<file path="src/core/evgen_pkg.sv">
// Package for the event output generator: event block layout, memory map
// and state type. Assumes a 16-bit processor address and 8-bit write data.
package evgen_pkg;

	// ------------------------------------------------------------
	// Event memory geometry
	// ------------------------------------------------------------
	localparam int unsigned BLOCK_COUNT = 64;
	localparam int unsigned IDX_W = 6;
	localparam int unsigned WORD_W = 32;
	localparam int unsigned LANES = 4;
	localparam int unsigned DELAY_W = 15;

	// ------------------------------------------------------------
	// Processor address map: shared RAM spans e000h..ffffh
	// ------------------------------------------------------------
	localparam logic [2:0] RAM_TOP_BITS = 3'h7; // addr[15:13] of e000h..ffffh
	localparam logic [4:0] BLOCK_PAGE = 5'h00; // addr[12:8]: blocks at e000h..e0ffh
	localparam int unsigned LANE_LSB = 0;
	localparam int unsigned IDX_LSB = 2;

	// ------------------------------------------------------------
	// Field layout of one block word (byte 0 at bits 7:0)
	// ------------------------------------------------------------
	localparam int unsigned F_DATA_LSB = 0; // byte 0: output word
	localparam int unsigned F_NEXT_LSB = 8; // byte 1 [5:0]: next block index
	localparam int unsigned F_ADC_BIT = 14; // byte 1 [6]: start conversion
	localparam int unsigned F_DAC_BIT = 15; // byte 1 [7]: update converter
	localparam int unsigned F_DELAY_LSB = 16; // bytes 2..3 [14:0]: delay count
	localparam int unsigned F_IRQ_BIT = 31; // byte 3 [7]: raise interrupt

	// ------------------------------------------------------------
	// Reset values
	// ------------------------------------------------------------
	localparam logic [7:0] WAVE_RST = 8'h00;
	localparam logic [DELAY_W-1:0] COUNT_ZERO = 15'h0000;
	localparam logic [DELAY_W-1:0] COUNT_ONE = 15'h0001;

	typedef enum logic [1:0] {
		ST_IDLE,
		ST_LOAD,
		ST_COUNT
	} evgen_state_t;

endpackage

</file>
<file path="src/core/evmem_if.sv">
// Carrier between the sequencer and its event block memory.
// Assumes a single clock shared by both ends.
`timescale 1ns/100ps
interface evmem_if;
	import evgen_pkg::*;

	logic wr_en;
	logic [IDX_W-1:0] wr_idx;
	logic [LANES-1:0] wr_lane;
	logic [7:0] wr_byte;
	logic rd_en;
	logic [IDX_W-1:0] rd_idx;
	logic [WORD_W-1:0] rd_word;

	modport mem (input wr_en, wr_idx, wr_lane, wr_byte, rd_en, rd_idx, output rd_word);
	modport ctl (output wr_en, wr_idx, wr_lane, wr_byte, rd_en, rd_idx, input rd_word);
endinterface

</file>
<file path="src/core/event_block_memory.sv">
// Event block memory: 64 words of 32 bits, byte writes, registered read.
// Assumes one clock; read data appear the cycle after rd_en.
`timescale 1ns/100ps
module event_block_memory (
	input wire logic clock_i, // Event clock
	evmem_if.mem port // Write and read port
);
	import evgen_pkg::*;

	logic [WORD_W-1:0] rd_q;

	// ------------------------------------------------------------
	// Byte-lane banks, one writer process per bank
	// ------------------------------------------------------------
	for (genvar l = 0; l < LANES; l++) begin : g_lane
		logic [7:0] bank [BLOCK_COUNT];

		// Byte write into this lane only
		always_ff @(posedge clock_i) begin
			if (port.wr_en && port.wr_lane[l]) begin
				bank[port.wr_idx] <= port.wr_byte;
			end
		end

		// Registered read of this lane
		always_ff @(posedge clock_i) begin
			if (port.rd_en) begin
				rd_q[l*8 +: 8] <= bank[port.rd_idx];
			end
		end
	end

	assign port.rd_word = rd_q;
endmodule // event_block_memory

</file>
<file path="src/core/event_output_generator.sv">
// Event output generator: walks a linked chain of event blocks and drives
// an 8-bit wave word plus converter and interrupt pulses on each event.
// Assumes synchronous inputs on clock_i (250 MHz) and the processor keeping
// its stack and data away from the event block area.
`timescale 1ns/100ps
// Behaviour
// - Up to 64 event blocks live in the event memory.
// - Event start copies data and pointer to holding registers, delay to timer.
// - Timer at zero fires the event, then follows the held pointer.
// - All timing comes from the event clock, not from software.
// - An event may start conversion, update converter, or raise interrupt.
// - An 8-bit output word is updated from each event's data.
// - Blocks sit at e000h..e0ffh in shared RAM e000h..ffffh; software keeps regions apart.
module event_output_generator (
	input wire logic clock_i, // Event clock, 250 MHz
	input wire logic srst_i, // Synchronous reset, active high
	input wire logic cpu_we_i, // Processor byte write strobe
	input wire logic [15:0] cpu_addr_i, // Processor byte address
	input wire logic [7:0] cpu_data_i, // Processor write data
	input wire logic run_i, // Level: chain runs while high
	input wire logic [evgen_pkg::IDX_W-1:0] start_idx_i, // First block of chain
	output logic [7:0] wave_o, // Output word, one bit per channel
	output logic adc_start_o, // One-cycle conversion start pulse
	output logic dac_update_o, // One-cycle converter update pulse
	output logic irq_o, // One-cycle interrupt request pulse
	output logic busy_o // Chain active
);
	import evgen_pkg::*;

	evmem_if mif ();

	evgen_state_t state_q;
	logic [7:0] data_q;
	logic [IDX_W-1:0] next_q;
	logic adc_q;
	logic dac_q;
	logic irq_q;
	logic [DELAY_W-1:0] count_q;
	logic fire;
	logic [7:0] wave_q;
	logic adc_start_q;
	logic dac_update_q;
	logic irq_out_q;
	logic busy_q;

	// ------------------------------------------------------------
	// Processor write decode into the block area
	// ------------------------------------------------------------
	assign mif.wr_en = cpu_we_i && (cpu_addr_i[15:13] == RAM_TOP_BITS) && (cpu_addr_i[12:8] == BLOCK_PAGE);
	assign mif.wr_idx = cpu_addr_i[IDX_LSB +: IDX_W];
	assign mif.wr_byte = cpu_data_i;
	for (genvar l = 0; l < LANES; l++) begin : g_lane
		assign mif.wr_lane[l] = (cpu_addr_i[LANE_LSB +: 2] == 2'(l));
	end

	// Block fetch: first block on start, held pointer on each event
	assign fire = (state_q == ST_COUNT) && (count_q == COUNT_ZERO);
	assign mif.rd_en = ((state_q == ST_IDLE) && run_i) || fire;
	assign mif.rd_idx = (state_q == ST_IDLE) ? start_idx_i : next_q;

	// Event block memory, registered read
	event_block_memory u_mem (
		.clock_i(clock_i),
		.port(mif)
	);

	// ------------------------------------------------------------
	// Sequencer
	// ------------------------------------------------------------
	always_ff @(posedge clock_i) begin
		if (srst_i || !run_i) begin
			state_q <= ST_IDLE;
		end else begin
			unique case (state_q)
				ST_IDLE: state_q <= ST_LOAD;
				ST_LOAD: state_q <= ST_COUNT;
				ST_COUNT: if (fire) state_q <= ST_LOAD;
			endcase
		end
	end

	// Holding registers and timer load
	always_ff @(posedge clock_i) begin
		if (srst_i) begin
			data_q <= WAVE_RST;
			next_q <= '0;
			adc_q <= 1'b0;
			dac_q <= 1'b0;
			irq_q <= 1'b0;
		end else if (state_q == ST_LOAD) begin
			data_q <= mif.rd_word[F_DATA_LSB +: 8];
			next_q <= mif.rd_word[F_NEXT_LSB +: IDX_W];
			adc_q <= mif.rd_word[F_ADC_BIT];
			dac_q <= mif.rd_word[F_DAC_BIT];
			irq_q <= mif.rd_word[F_IRQ_BIT];
		end
	end

	// Countdown timer on the event clock
	always_ff @(posedge clock_i) begin
		if (srst_i) begin
			count_q <= COUNT_ZERO;
		end else if (state_q == ST_LOAD) begin
			count_q <= mif.rd_word[F_DELAY_LSB +: DELAY_W];
		end else if (state_q == ST_COUNT && !fire) begin
			count_q <= count_q - COUNT_ONE;
		end
	end

	// ------------------------------------------------------------
	// Event outputs
	// ------------------------------------------------------------
	always_ff @(posedge clock_i) begin
		if (srst_i) begin
			wave_q <= WAVE_RST;
		end else if (fire && run_i) begin
			wave_q <= data_q;
		end
	end

	// Side effects of an event, one cycle each
	always_ff @(posedge clock_i) begin
		if (srst_i) begin
			adc_start_q <= 1'b0;
			dac_update_q <= 1'b0;
			irq_out_q <= 1'b0;
		end else begin
			adc_start_q <= fire && run_i && adc_q;
			dac_update_q <= fire && run_i && dac_q;
			irq_out_q <= fire && run_i && irq_q;
		end
	end

	// Busy flag follows the run level one cycle late
	always_ff @(posedge clock_i) begin
		if (srst_i) begin
			busy_q <= 1'b0;
		end else begin
			busy_q <= run_i;
		end
	end

	// Ports straight from their flip-flops
	assign wave_o = wave_q;
	assign adc_start_o = adc_start_q;
	assign dac_update_o = dac_update_q;
	assign irq_o = irq_out_q;
	assign busy_o = busy_q;

	// ------------------------------------------------------------
	// Event spacing helper: cycles counted since the timer load
	// ------------------------------------------------------------
	logic [DELAY_W-1:0] elapsed_q;
	logic [DELAY_W-1:0] loaded_q;

	// Counts waiting cycles apart from the timer itself
	always_ff @(posedge clock_i) begin
		if (srst_i) begin
			elapsed_q <= COUNT_ZERO;
			loaded_q <= COUNT_ZERO;
		end else if (state_q == ST_LOAD) begin
			elapsed_q <= COUNT_ZERO;
			loaded_q <= mif.rd_word[F_DELAY_LSB +: DELAY_W];
		end else if (state_q == ST_COUNT) begin
			elapsed_q <= elapsed_q + COUNT_ONE;
		end
	end
endmodule // event_output_generator

</file>
<file path="config.mk">
export PLATFORM = sky130hd
export DESIGN_NAME = event_output_generator
export DESIGN_NICKNAME = d
export VERILOG_FILES = /design/src/core/evgen_pkg.sv /design/src/core/evmem_if.sv /design/src/core/event_block_memory.sv /design/src/core/event_output_generator.sv
export SDC_FILE = /design/constraint.sdc
export NUM_CORES = 2
export LEC_CHECK = 0
export BUFFER_PORTS_ARGS = -buffer_cell sky130_fd_sc_hd__buf_2
export CELL_PAD_IN_SITES_DETAIL_PLACEMENT = 0
export CELL_PAD_IN_SITES_GLOBAL_PLACEMENT = 1
export CORE_UTILIZATION = 59
export CTS_CLUSTER_DIAMETER = 60
export DETAILED_ROUTE_END_ITERATION = 7
export HOLD_SLACK_MARGIN = 0.02
export PLACE_DENSITY_LB_ADDON = 0.1
export SLEW_MARGIN = 20
export SYNTH_ARGS = -nofsm -noshare
export SYNTH_HDL_FRONTEND = slang
export SYNTH_SLANG_ARGS = --single-unit
</file>
<file path="constraint.sdc">
create_clock -name clock_i -period 5.7 [get_ports clock_i]
set_clock_uncertainty 0.05 [all_clocks]
set_input_delay 0.285 -clock clock_i [delete_from_list [all_inputs] [get_ports clock_i]]
set_output_delay 0.285 -clock clock_i [all_outputs]
set_load 0.05 [all_outputs]
</file>
==> summary.txt <==
Worst setup path
  – Critical path's most frequent cell: buf_4
  – Crit-path cells: or2_4 > mux2i_4 > buf_4 > buf_4 > a311o_1 > nor4_1 > a2111oi_0 > nand4_1
  – R2r worst-path depth: 8
  – Worst reg2reg endpoint: u_mem.port.rd_word[29]$_DFFE_PP_
  – Reg2reg start: state_q[0]$_SDFFE_PP0P_
  – Crit-path slowest cell: a2111oi_0
  – CP arrival: between 5000 and 6000 ps
  – Critical Path Sink: u_mem.port.rd_word[29]$_DFFE_PP_
  – Top delay family on crit path: compound AO/OA/AOI/OAI gates
  – Worst Path Buf+Inv: 2
  – Critical path data required time: 6170 ps
  – Crit. End Element: flip-flop
  – Critical path peak fanout: 30
  – CP Class: reg2reg
  – Max incr delay on CP: 970 ps
  – Crit path depth: 8
  – Worst setup SP type: flip-flop
  – CP startpoint: state_q[0]$_SDFFE_PP0P_
  – R2R setup slack: between 800 and 900 ps

Place
  – Area after DPL: 88,700 µm²
  – DP Wirelength: 143 mm
  – Port Buffers: 45
  – Dpl cells: 6,810
  – GP Congestion: 0.906
  – Worst slack at placement: just over 1000 ps

Clock network
  – Clock root cell: clkbuf_16
  – Clock Path Buffers: 3
  – CTS Sinks: 2,126
  – Num CTS Buffers: 207
  – Clock transition at path regs: around 70 ps
  – CTS tree: done
  – Htree depth: 4
  – Post-CTS Setup Bufs: 0
  – Later-pin clock latency in the skew report: 840 ps

Power
  – Pwr Density: 347 nW/µm²
  – VDD IR-drop max: between 300 and 400 µV
  – Leak: 30.5 nW

Logic synthesis
  – Synthesis Warnings: 0
  – Post-synthesis sequential area ratio: 73.8%
  – Top FF cell, synth: edfxtp_1
  – Async S/R FF share, synth: 0%
  – Syn_nets: 5,132
  – Number of library cell types mapped by synthesis: 58
  – Number of synthesized register bits: 2,126
  – Post-Syn Instances: between 5,000 and 6,000
  – EDFF count, synth: approximately 2,100
  – Mapped Area: 85,900 µm²
  – Synthesized area per cell: 16.8 µm²

Final layout
  – Layout cells sized above 1: 15.4%
  – Fin area: 95,200 µm²
  – Non-Filler Instances: 7,206
  – Commonest non-fill, non-tap cell in the layout: edfxtp_1
  – Nets@finish: 5,155
  – Layout area overhead: 10.9%
  – Highest-count cells in the layout ignoring fill and taps: edfxtp_1, nor2_1, mux2i_1, mux4_2

Run
  – Max-cap violations: 0

Die
  – Io pins: 46
  – Die width: 383 µm
  – Core region area: 144,000 µm²
  – Initial Util: 59.6%
  – Row count: 139
  – Die ar.: 147,000 µm²
  – Die height: 383 µm

Detailed routing
  – Vias per cell: 6.77
  – Post-route ant nets: 0
  – Wire length per cell: ~32 µm
  – DRC viols: 4
  – Routed WL: between 200 and 250 mm
  – DRT Pass-1 Iters: 8
  – Detailed Route Iter0 Violations: 6,290
  – Via count: 48,800

GRT
  – First-pass GRT wire length: between 300 and 400 mm
  – Antenna violations before repair: 10
  – GRT Util Overall: 31.8%
  – Largest net degree at the start of global routing: 198
  – Grt total ovfl: 0
  – Vias in the first global route: 47,400

Min path
  – Worst min-delay path class: in2reg
  – Min-Delay Startpoint: cpu_data_i[5]

Timing
  – Pins Over Slew Limit: 0
  – Final setup vio count: 0
  – RSZ-0062 raised after global routing: false
  – Worst slew pin tran: 1250 ps
  – Min cycle time layout: roughly 4900 ps
  – Hold Slack: 73.6 ps
  – Sum Neg Setup Slack: 0 ps
  – Period utilisation layout: 85.4%
  – Final hold viol count: 0
  – Worst rel slew slack: 15.9%
  – Fmax achieved: 205 MHz
  – Final worst slack: ~830 ps

Status
  – Failing checks: design-rule violations
  – Status: finished, violations left
## synthesized netlist by cell type, types with 31 or more instances
library cell	number	share of area [%]
a211oi_1	242	2.1
a21oi_1	52	0.30
a22o_1	40	0.41
a22oi_1	68	0.59
a31oi_1	90	0.66
and3_1	233	1.7
buf_1	60	0.26
buf_2	51	0.30
clkbuf_1	244	1.1
dfxtp_1	46	1.1
edfxtp_1	2080	73
mux2i_1	374	4.4
mux4_2	256	6.7
nand2_1	245	1.1
nand2b_1	37	0.27
nor2_1	502	2.2
nor4_1	89	0.65
o211ai_1	46	0.40
o21ai_0	31	0.18
o32ai_1	64	0.65
## flip-flops by register name, summed over array words and instances (netlist names)
name,count
adc_start_o,1
busy_o,1
state_q,2
dac_update_o,1
next_q,6
count_q,15
u_mem.g_lane.bank,2048
u_mem.port.rd_word,32
dac_q,1
irq_q,1
data_q,8
irq_o,1
wave_o,8
adc_q,1
## worst min-delay path by stage
stage                     cells past startpoint  slack [ps]                                    end
after floorplan                               0         330   u_mem.g_lane[0].bank[0][0]$_DFFE_PP_
after global placement                        2         390                     irq_q$_SDFFE_PP0P_
after detailed placement                      2         400                     dac_q$_SDFFE_PP0P_
after CTS                                     1          90  u_mem.g_lane[3].bank[24][7]$_DFFE_PP_
after global routing                          1          90  u_mem.g_lane[3].bank[24][7]$_DFFE_PP_
final                                         1          70  u_mem.g_lane[1].bank[24][5]$_DFFE_PP_
## where the power goes
part / switching [W] / internal (W) / total (W)
clock network: 0.00581 / 0.00743 / 0.0132
registers: 0.0000569 / 0.0172 / 0.0173
logic: 0.00166 / 0.000849 / 0.00251
## metrics by stage
step | power, W | utilization, %
after floorplan | 0.0190 | -
after global placement | 0.0201 | 61.5
after detailed placement | 0.0201 | 61.6
after CTS | 0.0331 | 66.1
after global routing | 0.0338 | 66.1
final | 0.0330 | 66.1
## layer usage
layer | wire length [µm] | track usage, % | up-vias | share of wire (%)
met5 | 194 | 0.715 | - | 0.083
met4 | 7480 | 10.5 | 10 | 3.2
met3 | 21700 | 5.73 | 388 | 9.3
met2 | 110000 | 49.4 | 2479 | 47
met1 | 93500 | 46.1 | 25400 | 40
li1 | - | - | 20500 | -
## worst reg2reg max path: stages (launching register included)
cell and delay, ps:
dfxtp_1 740, or2_4 610, mux2i_4 970, buf_4 410, buf_4 300, a311o_1 240, nor4_1 100, a2111oi_0 970
nand4_1 170
## final cells by class
type | instances | area [µm²]
multi-input cells | 2593 | 21200
clock buffers | 269 | 5490
clock inverters | 117 | 1010
flip-flops and latches | 2126 | 63400
repair buffers | 185 | 1730
inverters | 7 | 26.3
well taps | 1903 | 2380
fillers | 9720 | 48800
diodes | 6 | 15.0
## kinds of logic (layout without fill, tap and decap cells)
group / after synthesis / in the layout / synth area share (%)
XOR/XNOR: 9 / 9 / 0.0918
other: 0 / 6 / 0
AND/OR/NAND/NOR: 1230 / 1230 / 6.85
adder cells (fa/ha/maj): 1 / 1 / 0.0146
AO/OA/AOI/OAI: 698 / 698 / 5.99
flip-flops: 2126 / 2126 / 73.8
multiplexers: 655 / 655 / 11.4
buffers and inverters: 378 / 578 / 1.83
## repair_timing
item / in CTS / in global routing
hold endpoints to repair: 103 / 0
hold buffers: 4 / 0
gates resized for setup: 0 / 0
Note: power is estimated with default switching activity, not from simulation.
